[src/shared/shx_consts.svh]
// Purpose: constants of the hex record parser and checksum unit
// Assumes: included by bare name after the package
// Notes: record fields are binary bytes, not ASCII
`ifndef SHX_CONSTS_SVH
`define SHX_CONSTS_SVH

// ==================================================
// record framing
`define SHX_MARK 8'h3A
`define SHX_TYPE_DATA 8'h00
`define SHX_TYPE_END 8'h01
`define SHX_TYPE_EXT 8'h02
`define SHX_EXT_LEN 8'h02
`define SHX_END_LEN 8'h00
`define SHX_EXT_OFF 16'h0000
`define SHX_SEG_LIMIT 16'h2000

// ==================================================
// response byte windows, 1-based byte numbers
`define SHX_TXWIN_FIRST 8'h09
`define SHX_ID_LAST 8'h12
`define SHX_STAT_LAST 8'h0C

// ==================================================
// last reply byte index; sum-only replies start at the high byte, index 1
`define SHX_REPLY_LAST_WR 2'h2
`define SHX_REPLY_LAST_SUM 2'h2

`endif

[src/shared/shx_pkg.sv]
// Purpose: types of the hex record parser and checksum unit
// Assumes: nothing
// Notes: constants live in shx_consts.svh
package shx_pkg;

    // ==================================================
    // commands that end in a checksum reply
    typedef enum logic [2:0] {
        CMD_ERASE,
        CMD_WRITE,
        CMD_SUMOUT,
        CMD_READ,
        CMD_RAM,
        CMD_PRODID,
        CMD_STATUS
    } shx_cmd_t;

    // ==================================================
    // parser and reply states
    typedef enum logic [3:0] {
        ST_IDLE,
        ST_MARK,
        ST_LEN,
        ST_OFFH,
        ST_OFFL,
        ST_TYPE,
        ST_DATA,
        ST_CSUM,
        ST_MEM,
        ST_TXMON,
        ST_REPLY,
        ST_HALT
    } shx_state_t;

endpackage

[src/shx_byte_sum.sv]
// Purpose: sixteen-bit byte-sum accumulator
// Assumes: clear and add never coincide with intent to keep old sum
// Notes: wraps on overflow; clear takes priority
`timescale 1ns/1ps

module shx_byte_sum (
    input wire logic clk,
    input wire logic reset_n,
    input wire logic clr,
    input wire logic add_en,
    input wire logic [7:0] add_byte,
    output logic [15:0] sum_q
);

    // ==================================================
    // accumulator
    always_ff @(posedge clk or negedge reset_n) begin
        if (!reset_n) begin
            sum_q <= 16'h0000;
        end else if (clr) begin
            sum_q <= 16'h0000;
        end else if (add_en) begin
            sum_q <= sum_q + {8'h00, add_byte};
        end
    end

endmodule // shx_byte_sum

[src/shx_record_checksum.sv]
// Purpose: binary hex record parser and command checksum unit
// Assumes: rx bytes, memory scan bytes and response bytes arrive synchronous to clk
// Notes: halted state is left only by reset
`timescale 1ns/1ps
`include "shx_consts.svh"

// Operation
// - every listed command ends with a two-byte checksum reply; write sends an overwrite byte before it.
// - checksum adds covered data bytes one byte at a time.
// - erase sums the erased region, delivered as the memory scan stream.
// - write and sum output sum the whole flash scan, not record fields.
// - read sums exactly the bytes read out.
// - RAM loader sums only received payload bytes, not framing.
// - product id sums response bytes nine through eighteen.
// - status output sums response bytes nine through twelve.
// - after a record checksum, discard bytes until the next start mark.
// - after end record, write replies three bytes, RAM loader two.
// - receive or format error halts silently.
// - record type other than data, end or extended is an error.
// - record checksum must make field byte sum zero.
// - extended record length other than two is an error.
// - extended record nonzero offset is an error.
// - data record after segment above limit is an error.
// - end record with nonzero length is an error.
// - data record big-endian offset, extended record big-endian segment.
module shx_record_checksum
    import shx_pkg::*;
(
    input wire logic clk,
    input wire logic reset_n,
    input wire logic cmd_start,
    input wire shx_cmd_t cmd_kind,
    input wire logic rx_valid,
    input wire logic [7:0] rx_data,
    input wire logic rx_err,
    input wire logic mem_valid,
    input wire logic [7:0] mem_byte,
    input wire logic mem_last,
    input wire logic [7:0] ovw_byte,
    input wire logic tx_mon_valid,
    input wire logic [7:0] tx_mon_data,
    input wire logic reply_ready,
    output logic reply_valid,
    output logic [7:0] reply_byte,
    output logic scan_req_q,
    output logic data_valid_q,
    output logic [19:0] data_addr_q,
    output logic [7:0] data_byte_q,
    output logic busy,
    output logic halted
);

    // ==================================================
    // declarations
    shx_state_t st_q, st_d;
    shx_cmd_t cmd_q;
    logic [7:0] len_q, type_q, cnt_q, rec_sum_q, ovw_q, tx_idx_q;
    logic [15:0] off_q, seg_q, seg_new_q;
    logic seg_over_q;
    logic [1:0] rep_idx_q;
    logic [15:0] sum_q;
    logic parsing, rx_byte, fmt_err, type_err, hdr_err, csum_err;
    logic sum_clr, sum_add;
    logic [7:0] sum_byte, tx_num, tx_last;
    logic [1:0] rep_last;

    // true when the field bytes plus the check byte sum to zero
    function automatic logic rec_csum_ok(input logic [7:0] acc, input logic [7:0] chk);
        logic [7:0] t;
        t = acc + chk;
        return t == 8'h00;
    endfunction

    // ==================================================
    // error detection
    assign parsing = (st_q == ST_MARK) || (st_q == ST_LEN) || (st_q == ST_OFFH) ||
                     (st_q == ST_OFFL) || (st_q == ST_TYPE) || (st_q == ST_DATA) ||
                     (st_q == ST_CSUM);
    assign rx_byte = parsing && rx_valid;
    // length and offset are already held when the type byte arrives
    assign type_err = (rx_data != `SHX_TYPE_DATA) && (rx_data != `SHX_TYPE_END) &&
                      (rx_data != `SHX_TYPE_EXT);
    assign hdr_err = ((rx_data == `SHX_TYPE_EXT) &&
                      ((len_q != `SHX_EXT_LEN) || (off_q != `SHX_EXT_OFF))) ||
                     ((rx_data == `SHX_TYPE_END) && (len_q != `SHX_END_LEN)) ||
                     ((rx_data == `SHX_TYPE_DATA) && seg_over_q);
    assign csum_err = !rec_csum_ok(rec_sum_q, rx_data);
    assign fmt_err = rx_byte && (rx_err ||
                     ((st_q == ST_TYPE) && (type_err || hdr_err)) ||
                     ((st_q == ST_CSUM) && csum_err));

    assign tx_num = tx_idx_q + 8'h01;
    assign tx_last = (cmd_q == CMD_PRODID) ? `SHX_ID_LAST : `SHX_STAT_LAST;
    assign rep_last = (cmd_q == CMD_WRITE) ? `SHX_REPLY_LAST_WR : `SHX_REPLY_LAST_SUM;

    // ==================================================
    // next state
    always_comb begin
        st_d = st_q;
        case (st_q)
            ST_IDLE: begin
                if (cmd_start) begin
                    case (cmd_kind)
                        CMD_WRITE, CMD_RAM: st_d = ST_MARK;
                        CMD_PRODID, CMD_STATUS: st_d = ST_TXMON;
                        default: st_d = ST_MEM;
                    endcase
                end
            end
            ST_MARK: begin
                if (rx_valid && (rx_data == `SHX_MARK)) begin
                    st_d = ST_LEN;
                end
            end
            ST_LEN: if (rx_valid) st_d = ST_OFFH;
            ST_OFFH: if (rx_valid) st_d = ST_OFFL;
            ST_OFFL: if (rx_valid) st_d = ST_TYPE;
            ST_TYPE: begin
                if (rx_valid) begin
                    st_d = (len_q == 8'h00) ? ST_CSUM : ST_DATA;
                end
            end
            ST_DATA: begin
                if (rx_valid && (cnt_q == 8'h01)) begin
                    st_d = ST_CSUM;
                end
            end
            ST_CSUM: begin
                if (rx_valid) begin
                    if (type_q != `SHX_TYPE_END) begin
                        st_d = ST_MARK;
                    end else if (cmd_q == CMD_WRITE) begin
                        st_d = ST_MEM;
                    end else begin
                        st_d = ST_REPLY;
                    end
                end
            end
            ST_MEM: begin
                if (mem_valid && mem_last) begin
                    st_d = ST_REPLY;
                end
            end
            ST_TXMON: begin
                if (tx_mon_valid && (tx_num == tx_last)) begin
                    st_d = ST_REPLY;
                end
            end
            ST_REPLY: begin
                if (reply_ready && (rep_idx_q == rep_last)) begin
                    st_d = ST_IDLE;
                end
            end
            ST_HALT: st_d = ST_HALT;
            default: st_d = ST_IDLE;
        endcase
        if (fmt_err) begin
            st_d = ST_HALT;
        end
    end

    always_ff @(posedge clk or negedge reset_n) begin
        if (!reset_n) begin
            st_q <= ST_IDLE;
        end else begin
            st_q <= st_d;
        end
    end

    always_ff @(posedge clk or negedge reset_n) begin
        if (!reset_n) begin
            cmd_q <= CMD_ERASE;
        end else if ((st_q == ST_IDLE) && cmd_start) begin
            cmd_q <= cmd_kind;
        end
    end

    // ==================================================
    // record fields
    always_ff @(posedge clk or negedge reset_n) begin
        if (!reset_n) begin
            len_q <= 8'h00;
            off_q <= 16'h0000;
            type_q <= 8'h00;
            cnt_q <= 8'h00;
        end else if (rx_valid) begin
            case (st_q)
                ST_LEN: len_q <= rx_data;
                ST_OFFH: off_q <= {rx_data, off_q[7:0]};
                ST_OFFL: off_q <= {off_q[15:8], rx_data};
                ST_TYPE: begin
                    type_q <= rx_data;
                    cnt_q <= len_q;
                end
                ST_DATA: cnt_q <= cnt_q - 8'h01;
                default: cnt_q <= cnt_q;
            endcase
        end
    end

    // field byte sum, restarted by each start mark
    always_ff @(posedge clk or negedge reset_n) begin
        if (!reset_n) begin
            rec_sum_q <= 8'h00;
        end else if ((st_q == ST_MARK) && rx_valid) begin
            rec_sum_q <= 8'h00;
        end else if (rx_valid && (st_q inside {ST_LEN, ST_OFFH, ST_OFFL, ST_TYPE, ST_DATA})) begin
            rec_sum_q <= rec_sum_q + rx_data;
        end
    end

    // segment is taken only once its record checksum has passed
    always_ff @(posedge clk or negedge reset_n) begin
        if (!reset_n) begin
            seg_new_q <= 16'h0000;
            seg_q <= 16'h0000;
            seg_over_q <= 1'b0;
        end else if ((st_q == ST_IDLE) && cmd_start) begin
            seg_q <= 16'h0000;
            seg_over_q <= 1'b0;
        end else if (rx_valid && (st_q == ST_DATA) && (type_q == `SHX_TYPE_EXT)) begin
            seg_new_q <= {seg_new_q[7:0], rx_data};
        end else if (rx_valid && (st_q == ST_CSUM) && (type_q == `SHX_TYPE_EXT) && !csum_err) begin
            seg_q <= seg_new_q;
            seg_over_q <= seg_new_q > `SHX_SEG_LIMIT;
        end
    end

    // ==================================================
    // payload out; the record is only verified after its last byte
    always_ff @(posedge clk or negedge reset_n) begin
        if (!reset_n) begin
            data_valid_q <= 1'b0;
            data_addr_q <= 20'h00000;
            data_byte_q <= 8'h00;
        end else begin
            data_valid_q <= rx_valid && !rx_err && (st_q == ST_DATA) &&
                            (type_q == `SHX_TYPE_DATA);
            if (rx_valid && (st_q == ST_TYPE)) begin
                data_addr_q <= {seg_q, 4'h0} + {4'h0, off_q};
            end else if (data_valid_q) begin
                data_addr_q <= data_addr_q + 20'h00001;
            end
            if (rx_valid && (st_q == ST_DATA)) begin
                data_byte_q <= rx_data;
            end
        end
    end

    // ==================================================
    // command checksum
    always_comb begin
        sum_clr = (st_q == ST_IDLE) && cmd_start;
        sum_add = 1'b0;
        sum_byte = 8'h00;
        if ((st_q == ST_MEM) && mem_valid) begin
            sum_add = 1'b1;
            sum_byte = mem_byte;
        end else if ((st_q == ST_DATA) && rx_valid && (cmd_q == CMD_RAM) &&
                     (type_q == `SHX_TYPE_DATA)) begin
            sum_add = 1'b1;
            sum_byte = rx_data;
        end else if ((st_q == ST_TXMON) && tx_mon_valid && (tx_num >= `SHX_TXWIN_FIRST)) begin
            sum_add = 1'b1;
            sum_byte = tx_mon_data;
        end
    end

    shx_byte_sum u_sum (
        .clk(clk),
        .reset_n(reset_n),
        .clr(sum_clr),
        .add_en(sum_add),
        .add_byte(sum_byte),
        .sum_q(sum_q)
    );

    always_ff @(posedge clk or negedge reset_n) begin
        if (!reset_n) begin
            tx_idx_q <= 8'h00;
        end else if (sum_clr) begin
            tx_idx_q <= 8'h00;
        end else if ((st_q == ST_TXMON) && tx_mon_valid) begin
            tx_idx_q <= tx_num;
        end
    end

    always_ff @(posedge clk or negedge reset_n) begin
        if (!reset_n) begin
            ovw_q <= 8'h00;
        end else if ((st_q == ST_MEM) && mem_valid && mem_last) begin
            ovw_q <= ovw_byte;
        end
    end

    always_ff @(posedge clk or negedge reset_n) begin
        if (!reset_n) begin
            scan_req_q <= 1'b0;
        end else begin
            scan_req_q <= (st_d == ST_MEM) && (st_q != ST_MEM);
        end
    end

    // ==================================================
    // reply: overwrite byte for write only, then sum high, then low
    always_ff @(posedge clk or negedge reset_n) begin
        if (!reset_n) begin
            rep_idx_q <= 2'h0;
        end else if (st_q != ST_REPLY) begin
            rep_idx_q <= (cmd_q == CMD_WRITE) ? 2'h0 : 2'h1;
        end else if (reply_ready) begin
            rep_idx_q <= rep_idx_q + 2'h1;
        end
    end

    assign reply_valid = (st_q == ST_REPLY);
    always_comb begin
        case (rep_idx_q)
            2'h0: reply_byte = ovw_q;
            2'h1: reply_byte = sum_q[15:8];
            default: reply_byte = sum_q[7:0];
        endcase
    end

    assign busy = (st_q != ST_IDLE) && (st_q != ST_HALT);
    assign halted = (st_q == ST_HALT);
endmodule // shx_record_checksum

[config.mk]
export PLATFORM = sky130hd
export DESIGN_NAME = shx_record_checksum
export DESIGN_NICKNAME = d
export VERILOG_FILES = /design/src/shared/shx_pkg.sv /design/src/shx_byte_sum.sv /design/src/shx_record_checksum.sv
export VERILOG_INCLUDE_DIRS = /design/src /design/src/shared
export SDC_FILE = /design/constraint.sdc
export NUM_CORES = 1
export LEC_CHECK = 0
export ABC_CLOCK_PERIOD_IN_PS = 5000
export BUFFER_PORTS_ARGS = -buffer_cell sky130_fd_sc_hd__clkbuf_2
export CORE_ASPECT_RATIO = 0.8
export CORE_UTILIZATION = 60
export DETAILED_ROUTE_END_ITERATION = 8
export GPL_ROUTABILITY_DRIVEN = 1
export PLACE_DENSITY = 0.92
export SYNTH_ARGS = -nofsm -noshare
export SYNTH_HDL_FRONTEND = slang
export SYNTH_SLANG_ARGS = --single-unit
[constraint.sdc]
create_clock -name clk -period 5 [get_ports clk]
set_input_delay 0.75 -clock clk [delete_from_list [all_inputs] [get_ports clk]]
set_output_delay 0.75 -clock clk [all_outputs]
set_load 0.05 [all_outputs]
======== Word level (Yosys, flattened, before mapping) ========
Cells that the tools add are included.
cells by class
  equality and inequality tests ........... 35
  bitwise logic cells ..................... 3
  add/subtract/negate cells ............... 7
  reductions and logical operators ........ 75
  multiplexer cells ....................... 44
  order comparisons ....................... 2
operator list
  kind                   number
  $mux 16                5
  $mux 8                 7
  $mux 4                 13
  $pmux 4 s12            1
  $mux 20                2
  $logic_and 1x1->1      34
  $logic_not 8->1        4
  $pmux 16 s2            1
  $pmux 8 s2             2
  $add 20x1->20 const B  1
  $add 20x16->20         1
  $eq 4x4->1 const B     5
  $add 16x8->16          1
  $eq 4x3->1 const B     4
  $eq 8x1->1 const B     2
  $eq 8x2->1 const B     2
  $gt 16x14->1 const B   1
  $ne 8x1->1 const B     2
  $ne 8x2->1 const B     2
  $reduce_bool 16->1     1
  $reduce_bool 8->1      2
  $eq 3x3->1 const B     5
  $reduce_bool 2->1      7
  $logic_or 1x1->1       12
  27 further kinds       49
word-level totals
  flip-flop bits (word level) ............. 152
  output and inout bits ................... 41
  logic and storage cells ................. 185

======== Longest topological paths before layout ========
Gate-level depths: netlist of the first run.
  depth after elaboration ................. 13
  depth in mapped cells ................... 18

======== Modules after synthesis ========
From an unflattened synthesis of the first run, not the netlist that was laid out.
second synthesis, totals
  cell total of the unflattened synthesis .. 932
  area total of the unflattened synthesis .. 9080.0 µm²
by module, submodules not included
  module               instances  cells an instance  area an instance (µm²)  seq. area each (µm²)
  shx_record_checksum  1          801                7898.8                  3403.3
  shx_byte_sum         1          131                1181.1                  400.4

======== Least setup slack after synthesis of the first run ========
Ideal clock, no wire load.
  path kind ............................... register to register
  start ................................... reg type_q[3]
  end ..................................... reg u_sum.sum_q[12]
  arrival ................................. 3649 ps
  period minus slack after synthesis ...... 3727 ps
  stages on the path, launching flop included .. 16
  slack ................................... 1273 ps
  cell sequence ........................... dfrtp_1 -> or4_4 -> or4_4 -> nor4_4 -> a22oi_1 -> nand2_1 -> ha_1 -> inv_1 -> fa_1 -> nand3b_1 -> nand2_1 -> a31oi_1 -> o21a_1 -> nand2b_1 -> or3_1 -> a21oi_1
on the way
  longest elaborated chain between the ends .. 7
  elaborated cells between the ends (all ways) .. 10
  those cells by class .................... 1 x add/sub; 6 x mux; 3 x reduce/logical
ends and longest elaborated chain
  what                                RTL line                    source
  from (decl)                         shx_record_checksum.sv:57   logic [7:0] len_q, type_q, cnt_q, rec_sum_q, ovw_q, tx_idx_q;
  from (signal assigned)              shx_record_checksum.sv:192  type_q <= rx_data;
  $logic_not 8->1 (no source line) *  --
  $logic_and 1x1->1 *                 shx_record_checksum.sv:259  end else if ((st_q == ST_DATA) && rx_valid && (cmd_q == CMD_RAM) &&
  $mux 8                              shx_record_checksum.sv:259
  $mux 8                              shx_record_checksum.sv:256  if ((st_q == ST_MEM) && mem_valid) begin
  $add 16x8->16                       shx_byte_sum.sv:23          sum_q <= sum_q + {8'h00, add_byte};
  $mux 16                             shx_byte_sum.sv:22          end else if (add_en) begin
  $mux 16                             shx_byte_sum.sv:20          end else if (clr) begin
  to (signal assigned)                shx_byte_sum.sv:23
  to (decl)                           shx_byte_sum.sv:12          output logic [15:0] sum_q
Every way passes the cells marked *; elsewhere a longest branch is shown, timed or not. The select of a mux whose other input is x is not followed.
A chain may end at the register's enable or synchronous reset.

======== Worst setup path in the final report of the first run ========
Ends and elaborated chain as after synthesis.

==> results of run 1 <==
per-stage QoR:
step,cells,utilization (%)
floorplan,958,-
global placement,1198,65.4
detailed placement,1198,65.4
CTS,1230,69.8
global route,1230,69.8
finish,1230,69.8
report_power, final:
| group | internal, W | total [W] | leakage (nW) | switching [W] |
|---|---|---|---|---|
| Combinational | 0.000674 | 0.00187 | 2.37 | 0.00119 |
| Sequential | 0.00153 | 0.00187 | 2.01 | 0.000339 |
| Clock | 0.000872 | 0.00137 | 0.304 | 0.000502 |
final cells by class:
type	count	area (sq um)	share of cell area [%]
multi-input cells	741	4680	47.1
flip-flops and latches	152	3800	38.3
repair buffers	94	502	5.05
clock buffers	24	482	4.85
well taps	184	230	2.32
clock inverters	8	143	1.43
inverters	27	101	1.02
cell families after synthesis:
group,count (synthesis)
buffers and inverters,65
adders and majority gates,41
and+or+nand+nor,396
DFF,152
AOI/OAI and AO/OA,206
muxes,50
xor gates and xnor gates,48
per-layer routing:
layer	share of wire, %	track usage (%)	up-vias
met1	44	45.2	3810
met4	2.4	11.6	0
met3	9.6	9.04	69
li1	-	-	3565
met5	0	0	-
met2	44	48.3	396
flip-flops by register name, indices dropped and copies added (netlist names):
name          count
data_addr_q      20
data_byte_q       8
len_q             8
st_q              4
u_sum.sum_q      16
data_valid_q      1
scan_req_q        1
seg_new_q        16
rec_sum_q         8
ovw_q             8
rep_idx_q         2
tx_idx_q          8
seg_q            16
cnt_q             8
off_q            16
seg_over_q        1
type_q            8
cmd_q             3
worst paths after layout:
path,depth (start not counted),to,slack [ns]
worst max-delay path,15,u_sum.sum_q[12]$_DFFE_PN0P_,0.70
worst min-delay path,1,tx_idx_q[4]$_DFFE_PN0P_,0.23
worst max register to register,15,u_sum.sum_q[12]$_DFFE_PN0P_,0.70
worst min register to register,2,data_byte_q[6]$_DFFE_PN0P_,0.48
max in group asynchronous,2,seg_new_q[8]$_DFFE_PN0P_,3.69
min in group clk,2,data_byte_q[6]$_DFFE_PN0P_,0.48
layout by cell type, fill, tap and decap left out, types with 15 or more instances in the layout:
cell / netlist / final
nand2_1: 185 / 185
dfrtp_1: 152 / 152
o21ai_0: 87 / 87
clkbuf_2: 0 / 83
nor2_1: 56 / 55
mux2_2: 45 / 45
a21oi_1: 38 / 38
ha_1: 38 / 38
nand3_1: 37 / 37
xnor2_1: 33 / 33
inv_1: 27 / 27
nor4_1: 19 / 19
nor3_1: 19 / 19
clkbuf_16: 0 / 17
a22oi_1: 16 / 16
xor2_1: 15 / 15
==> metrics.md, run 1 <==
| Metric | Value |
|---|---|
| # setup viols final | 0 |
| Clock latency at the later pin of the worst-skew pair | 0.44 ns |
| Slew @ Worst Pin | 1.16 ns |
| Antenna diodes | 0 |
| Largest net degree at the start of global routing | 58 |
| CP max-delay cell | or4_4 |
| Unrepaired setup endpoints after global routing | false |
| CP Max Fanout | 9 |
| Cell count after synthesis | 958 |
| Fin Hold WS | 0.231 ns |
| Adder-cell share of the synthesized area | 6.14% |
| HPWL Detailed | 16,100 um |
| Worst Clk Skew | 0.00623 ns |
| PostCTS Resize Cnt | 0 |
| Die Y | 110 um |
| Crit-path leading delay family | simple AND/OR/NAND/NOR gates |
| Num rows | 39 |
| Initial Util | 61.2% |
| Area delta synth->final | 13.9% |
| Worst setup path startpoint | type_q[3]$_DFFE_PN0P_ |
| Most numerous cell in the Yosys netlist | nand2_1 |
| Worst rel slew slack | 22.2% |
| IO Pins | 85 |
| Post-synth EDFFs | 0 |
| WP data arrival | 4.64 ns |
| Core ar. | 0.0142 sq mm |
| RR Startpoint | type_q[3]$_DFFE_PN0P_ |
| Fin. Hold Viols | 0 |
| Share of layout cells above drive strength 1 | 16.9% |
| Drt pass-1 iters | 6 |
| Post-CTS setup buffers | 0 |
| Leakage | 4.68 nW |
| Total Power | 0.00511 W |
| Critical path buffers and inverters | 1 |
| Final Cell Area | 0.00994 sq mm |
| WP data required | 5.34 ns |
| Synthesized net count | 1,043 |
| Status | finished clean |
| Largest family of logic cells by synthesized area | simple AND/OR/NAND/NOR gates |
| Ys flop type | dfrtp_1 |
| CTS Hold Bufs | 0 |
| Pwr Density | 514 mW/mm^2 |
| Post-Synth Simple-Gate Area | 21.5% |
| FILL cells | 1,050 |
| Post-place setup slack | 0.849 ns |
| Post-DR vias/cell | 6.37 |
| Ys async rst share | 100% |
| Top cells by area, synth | dfrtp_1, nand2_1, mux2_2 |
| First-pass GRT wire length | 36,800 um |
| F_max | 233 MHz |
| Total wire length | 23,400 um |
| Worst-path cell chain | or4_4, or4_4, nor4_4, a22oi_1, nand2_1, ha_1, inv_1, fa_1, nand3b_1, nand2_1, a31oi_1, o21a_1, nand2b_1, or3_1, a21oi_1 |
| Die area | 0.0150 sq mm |
| Maximum vdd ir drop | 0.000375 V |
| Mux cell area share after synthesis | 6.38% |
| Final Critical Period | 4.30 ns |
| Mapped Area | 0.00872 sq mm |
| #FFs+latches synth | 152 |
| Post-synthesis compound-gate area fraction | 14.8% |
| Inserted Clock Buffers | 17 |
| Max cap viols | 0 |
| Total Routing Usage GR | 32.4% |
| Final Max Slew Viols | 0 |
| Sink Count | 152 |
| CP peak stage delay | 0.53 ns |
| Initial drt markers | 1,084 |
| CTS tree | built |
| Max H-tree Level | 4 |
| Vias in the first global route | 7,279 |
| Nets@finish | 1,118 |
| DR WL/cell | 19.0 um |
| Yosys top cell by area | dfrtp_1 |
| Hold Crit Class | in -> async |
| Post-synth top area share | 43.6% |
| Port Buffer Count | 84 |
| Setup Crit Path Kind | reg -> reg |
| Clock Tree Root | clkbuf_16 |
| Sequential share of the synthesized area | 43.6% |
| Via count | 7,840 |
| CP endpoint kind | flip-flop |
| DRC Markers | 0 |
| Die Width | 137 um |
| Final Cycle Share | 86.0% |
| Ys Warns | 0 |
| CP startpoint kind | flip-flop |
| Post-DP Area | 0.00932 sq mm |
| Most frequent cells after synthesis | nand2_1, dfrtp_1, o21ai_0, nor2_1, mux2_2 |
| Syn_area_per_cell | 9.11 sq um |
| Total Neg Setup Slack | 0 ns |
| Initial antenna violation count | 0 |
| Grt ovf | 0 |
| Setup ws final | 0.700 ns |
| Xor and xnor area share after synthesis | 4.82% |
| Cell variety after synth | 60 |
| Gpl congestion | 0.952 |
| Clk slew on worst S/H paths | 0.06 ns |
| Antenna viol nets, final | 0 |
| Maximum clock path buffer count | 2 |
Note: power is estimated with default switching activity, not from simulation.
==> run 2, diff against run 1 <==
Settings changed: CORE_UTILIZATION 60 to 61, CTS_BUF_LIST set to sky130_fd_sc_hd__clkbuf_4, PLACE_DENSITY 0.92 to 0.93.
==> metrics.md, run 2 (synthesis gave the netlist of run 1 again) <==
| Metric | Value |
|---|---|
| Status | finished clean |
| Num rows | 38 |
| Largest register FFs | 20 |
| Reg-to-Reg End | u_sum.sum_q[12]$_DFFE_PN0P_ |
| CP max-delay cell | dfrtp_1 |
| Clock latency at the later pin of the worst-skew pair | 0.58 ns |
| Post-CTS setup buffers | 0 |
| Crit-path most repeated cell | nand2_1 |
| Final Cycle Share | 84.2% |
| WP data arrival | 4.71 ns |
| Critical path buffers and inverters | 2 |
| CP peak stage delay | 0.64 ns |
| Maximum clock path buffer count | 2 |
| Vias in the first global route | 7,225 |
| Final Critical Period | 4.21 ns |
| Nets@finish | 1,115 |
| DRC Markers | 0 |
| Total Power | 0.00448 W |
| Pwr Density | 468 mW/mm^2 |
| PostCTS Resize Cnt | 0 |
| Final Max Slew Viols | 0 |
| Port Buffer Count | 84 |
| DR WL/cell | 18.7 um |
| Commonest non-fill, non-tap cells in the layout | nand2_1, dfrtp_1, o21ai_0 |
| # setup viols final | 0 |
| CP Max Fanout | 14 |
| Unrepaired setup endpoints after global routing | false |
| CTS Hold Bufs | 0 |
| Slew @ Worst Pin | 1.22 ns |
| Reg2reg path depth | 16 |
| Setup Crit Path Kind | reg -> reg |
| Initial antenna violation count | 0 |
| CTS tree | built |
| FILL cells | 1,040 |
| Via count | 7,790 |
| Worst-path cell chain | inv_1, nor2_1, nand3_1, a31oi_1, nand2_1, nand2_1, ha_1, inv_1, fa_1, nand3b_1, nand2_1, a31oi_1, o21a_1, nand2b_1, or3_1, a21oi_1 |
| Total wire length | 22,900 um |
| Core ar. | 0.0137 sq mm |
| Die Width | 136 um |
| Worst Clk Skew | 0.0207 ns |
| Total Neg Setup Slack | 0 ns |
| Antenna diodes | 0 |
| Fin. Hold Viols | 0 |
| Grt ovf | 0 |
| Initial Util | 63.5% |
| Most common cell after layout, fill and taps aside | nand2_1 |
| Max cap viols | 0 |
| Area delta synth->final | 9.59% |
| Inserted Clock Buffers | 17 |
| Max H-tree Level | 4 |
| WP data required | 5.50 ns |
| Die area | 0.0148 sq mm |
| Drt pass-1 iters | 6 |
| Total Routing Usage GR | 32.7% |
| Share of layout cells above drive strength 1 | 17.0% |
| Maximum vdd ir drop | 0.000321 V |
| Worst rel slew slack | 18.6% |
| Multi-input logic area | 0.00468 sq mm |
| F_max | 237 MHz |
| Largest net degree at the start of global routing | 117 |
| Reg area | 0.00380 sq mm |
| Crit-path leading delay family | simple AND/OR/NAND/NOR gates |
| Sink Count | 152 |
| HPWL Detailed | 16,200 um |
| First-pass GRT wire length | 36,900 um |
| Antenna viol nets, final | 0 |
| Reg2Reg Setup Slack | 0.79 ns |
| Most flops, register | data_addr_q |
| Clock Tree Root | clkbuf_4 |
| Gpl congestion | 1.00 |
| RR Startpoint | st_q[0]$_DFF_PN0_ |
| Initial drt markers | 835 |
| Leakage | 4.50 nW |
| CP endpoint kind | flip-flop |
| Hold Crit Class | in -> async |
| Post-DR vias/cell | 6.37 |
| Clk slew on worst S/H paths | 0.13 ns |
| IO Pins | 85 |
| Die Y | 109 um |
| CP startpoint kind | flip-flop |
[run 2: power by group]
group          internal, W  total [W]  switching, W
clock             0.000302   0.000755      0.000453
combinational     0.000671    0.00187       0.00120
sequential         0.00152    0.00185      0.000332
[run 2: per-layer routing]
metal / wire (um) / up-vias / global-route usage (%)
met4: 376 / 0 / 10.1
met5: 0 / - / 0
li1: - / 3563 / -
met1: 10300 / 3790 / 47.2
met2: 9980 / 399 / 47.6
met3: 2280 / 38 / 9.25
[run 2: worst max path at each step]
| stage | startpoint | endpoint | slack, ns | depth (start not counted) |
|---|---|---|---|---|
| floorplan | type_q[3]$_DFFE_PN0P_ | u_sum.sum_q[12]$_DFFE_PN0P_ | 1.27 | 15 |
| global placement | rx_valid | u_sum.sum_q[12]$_DFFE_PN0P_ | 0.95 | 15 |
| detailed placement | rx_valid | u_sum.sum_q[12]$_DFFE_PN0P_ | 0.85 | 15 |
| CTS | type_q[3]$_DFFE_PN0P_ | u_sum.sum_q[12]$_DFFE_PN0P_ | 0.85 | 15 |
| global route | st_q[0]$_DFF_PN0_ | u_sum.sum_q[9]$_DFFE_PN0P_ | 0.41 | 15 |
| finish | st_q[0]$_DFF_PN0_ | u_sum.sum_q[12]$_DFFE_PN0P_ | 0.79 | 16 |
[run 2: cell type report]
class | count | area share, %
well taps | 180 | 2.36
clock buffers | 19 | 1.49
inverters | 27 | 1.06
repair buffers | 91 | 5.01
clock inverters | 13 | 1.36
flip-flops and latches | 152 | 39.8
multi-input cells | 741 | 48.9
[run 2: metrics by stage]
step           cells  setup slack, ns  hold WS, ns  utilization (%)  instance area, sq um
6_report        1223            0.789        0.334             69.6                  9560
5_1_grt         1223            0.406        0.372             69.6                  9560
4_1_cts         1223            0.847        0.355             69.6                  9560
3_5_place_dp    1191            0.845        0.466             67.6                  9290
3_3_place_gp    1191            0.947        0.466             67.6                  9290
2_1_floorplan    958             1.27        0.447                -                  8720
==> run 3, diff against run 2 <==
Settings changed: ABC_CLOCK_PERIOD_IN_PS 5000 to 4100.
Clock period 5 ns to 4.1 ns, I/O delays scaled along.
==> metrics.md, run 3 (synthesis gave the netlist of run 1 again) <==
| Metric | Value |
|---|---|
| Status | finished clean |
| CP max-delay cell | or4_4 |
| DR WL/cell | 19.1 um |
| Largest register FFs | 20 |
| Initial antenna violation count | 0 |
| Die Y | 109 um |
| Final Critical Period | 3.86 ns |
| Die area | 0.0148 sq mm |
| Vias in the first global route | 7,398 |
| CP endpoint kind | flip-flop |
| Area delta synth->final | 11.2% |
| Maximum vdd ir drop | 0.000445 V |
| Largest net degree at the start of global routing | 106 |
| Final Max Slew Viols | 0 |
| Setup Crit Path Kind | reg -> reg |
| Via count | 7,875 |
| Crit-path leading delay family | simple AND/OR/NAND/NOR gates |
| Final Cell Area | 0.00971 sq mm |
| Post-DR vias/cell | 6.36 |
| Fin. Hold Viols | 0 |
| Fin Hold WS | 0.167 ns |
| Critical path buffers and inverters | 1 |
| Total wire length | 23,600 um |
| Num rows | 38 |
| Most common cell after layout, fill and taps aside | nand2_1 |
| Port Buffer Count | 84 |
| Total Neg Setup Slack | 0 ns |
| Pwr Density | 573 mW/mm^2 |
| Antenna viol nets, final | 0 |
| Hold Crit Class | in -> async |
| F_max | 259 MHz |
| Clk slew on worst S/H paths | 0.13 ns |
| Inserted Clock Buffers | 17 |
| Initial Util | 63.5% |
| Antenna diodes | 0 |
| RR Startpoint | type_q[3]$_DFFE_PN0P_ |
| Reg2Reg Setup Slack | 0.24 ns |
| WP data required | 4.61 ns |
| CP peak stage delay | 0.54 ns |
| Core ar. | 0.0137 sq mm |
| Total Routing Usage GR | 33.9% |
| CP Max Fanout | 6 |
| Clock Tree Root | clkbuf_4 |
| Worst rel slew slack | 30.3% |
| HPWL Detailed | 17,200 um |
| Nets@finish | 1,130 |
| Final Cycle Share | 94.0% |
| CTS Hold Bufs | 0 |
| Initial drt markers | 952 |
| IO Pins | 85 |
| Drt pass-1 iters | 5 |
| Worst-path cell chain | or4_4, or4_4, nor4_4, a22oi_1, nand2_1, ha_1, inv_1, fa_1, nand3b_1, nand2_1, a31oi_1, o21a_2, nand2b_1, or3_1, a21oi_1 |
| Commonest non-fill, non-tap cells in the layout | nand2_1, dfrtp_1, o21ai_0 |
| Max cap viols | 0 |
| Gpl congestion | 1.02 |
| Reg-to-Reg End | u_sum.sum_q[12]$_DFFE_PN0P_ |
| Unrepaired setup endpoints after global routing | false |
| Post-DP Area | 0.00940 sq mm |
| Leakage | 4.59 nW |
| Sink Count | 152 |
| # setup viols final | 0 |
| Share of layout cells above drive strength 1 | 18.3% |
| Worst Clk Skew | 0.0163 ns |
| WP data arrival | 4.37 ns |
| FILL cells | 1,026 |
| Slew @ Worst Pin | 1.05 ns |
| CTS tree | built |
| CP startpoint kind | flip-flop |
| DRC Markers | 0 |
| Die Width | 136 um |
| Most flops, register | data_addr_q |
| Clock latency at the later pin of the worst-skew pair | 0.58 ns |
| Reg2reg path depth | 15 |
| Grt ovf | 0 |
| Maximum clock path buffer count | 2 |
| Max H-tree Level | 4 |
| First-pass GRT wire length | 38,000 um |
## run 3: cell types whose count changed in the layout (fill, tap and decap cells not counted), sizes merged
cell	previous run	this run
bufinv	2	3
clkbuf	102	101
buf	8	23
clkinvlp	5	3
clkinv	5	8
inv	28	27
## run 3: area by class of cell
| class | count | area, sq um | area share, % |
|---|---|---|---|
| flip-flops and latches | 152 | 3800 | 39.2 |
| well taps | 180 | 225 | 2.32 |
| clock inverters | 14 | 158 | 1.62 |
| clock buffers | 18 | 135 | 1.39 |
| repair buffers | 106 | 592 | 6.10 |
| inverters | 27 | 101 | 1.04 |
| multi-input cells | 741 | 4690 | 48.3 |
## run 3: how the worst max path moves through the flow
stage	cells past startpoint	startpoint	slack, ns	to
4_1_cts	15	type_q[3]$_DFFE_PN0P_	0.20	u_sum.sum_q[12]$_DFFE_PN0P_
5_1_grt	17	tx_idx_q[0]$_DFFE_PN0P_	0.01	u_sum.sum_q[12]$_DFFE_PN0P_
3_3_place_gp	15	type_q[3]$_DFFE_PN0P_	0.38	u_sum.sum_q[12]$_DFFE_PN0P_
3_5_place_dp	15	type_q[3]$_DFFE_PN0P_	0.24	u_sum.sum_q[12]$_DFFE_PN0P_
2_1_floorplan	15	type_q[3]$_DFFE_PN0P_	0.37	u_sum.sum_q[12]$_DFFE_PN0P_
6_report	15	type_q[3]$_DFFE_PN0P_	0.24	u_sum.sum_q[12]$_DFFE_PN0P_
## run 3: per-stage QoR
stage | util [%] | setup slack [ns] | total power [W] | cells
2_1_floorplan | - | 0.373 | 0.00390 | 958
3_3_place_gp | 68.4 | 0.382 | 0.00446 | 1206
3_5_place_dp | 68.4 | 0.237 | 0.00457 | 1206
4_1_cts | 70.6 | 0.197 | 0.00552 | 1238
5_1_grt | 70.6 | 0.0126 | 0.00589 | 1238
6_report | 70.6 | 0.245 | 0.00556 | 1238
## run 3: timing repair
action,in CTS,in global routing
gates resized for setup,0,3
endpoints found under the setup margin,0,2
setup buffers,0,0
## run 3: worst register-to-register path: stages (launching register included)
cell and delay [ns]:
dfrtp_1 0.40, or4_4 0.54, or4_4 0.47, nor4_4 0.22, a22oi_1 0.11, nand2_1 0.09, ha_1 0.17, inv_1 0.07
fa_1 0.40, nand3b_1 0.17, nand2_1 0.10, a31oi_1 0.17, o21a_2 0.29, nand2b_1 0.16, or3_1 0.31, a21oi_1 0.14
## run 3: power by group
| group | switching [W] | leakage (nW) | total (W) | internal, W |
|---|---|---|---|---|
| registers | 0.000360 | 2.01 | 0.00222 | 0.00186 |
| logic | 0.00153 | 2.43 | 0.00239 | 0.000853 |
| clock network | 0.000540 | 0.153 | 0.000961 | 0.000421 |
| total | 0.00243 | 4.59 | 0.00556 | 0.00313 |
## run 3: layer usage
metal	track usage [%]	routed length, um
met1	47.9	9860
met2	49.3	10600
met3	10.7	2500
met4	10.9	601
met5	0	0
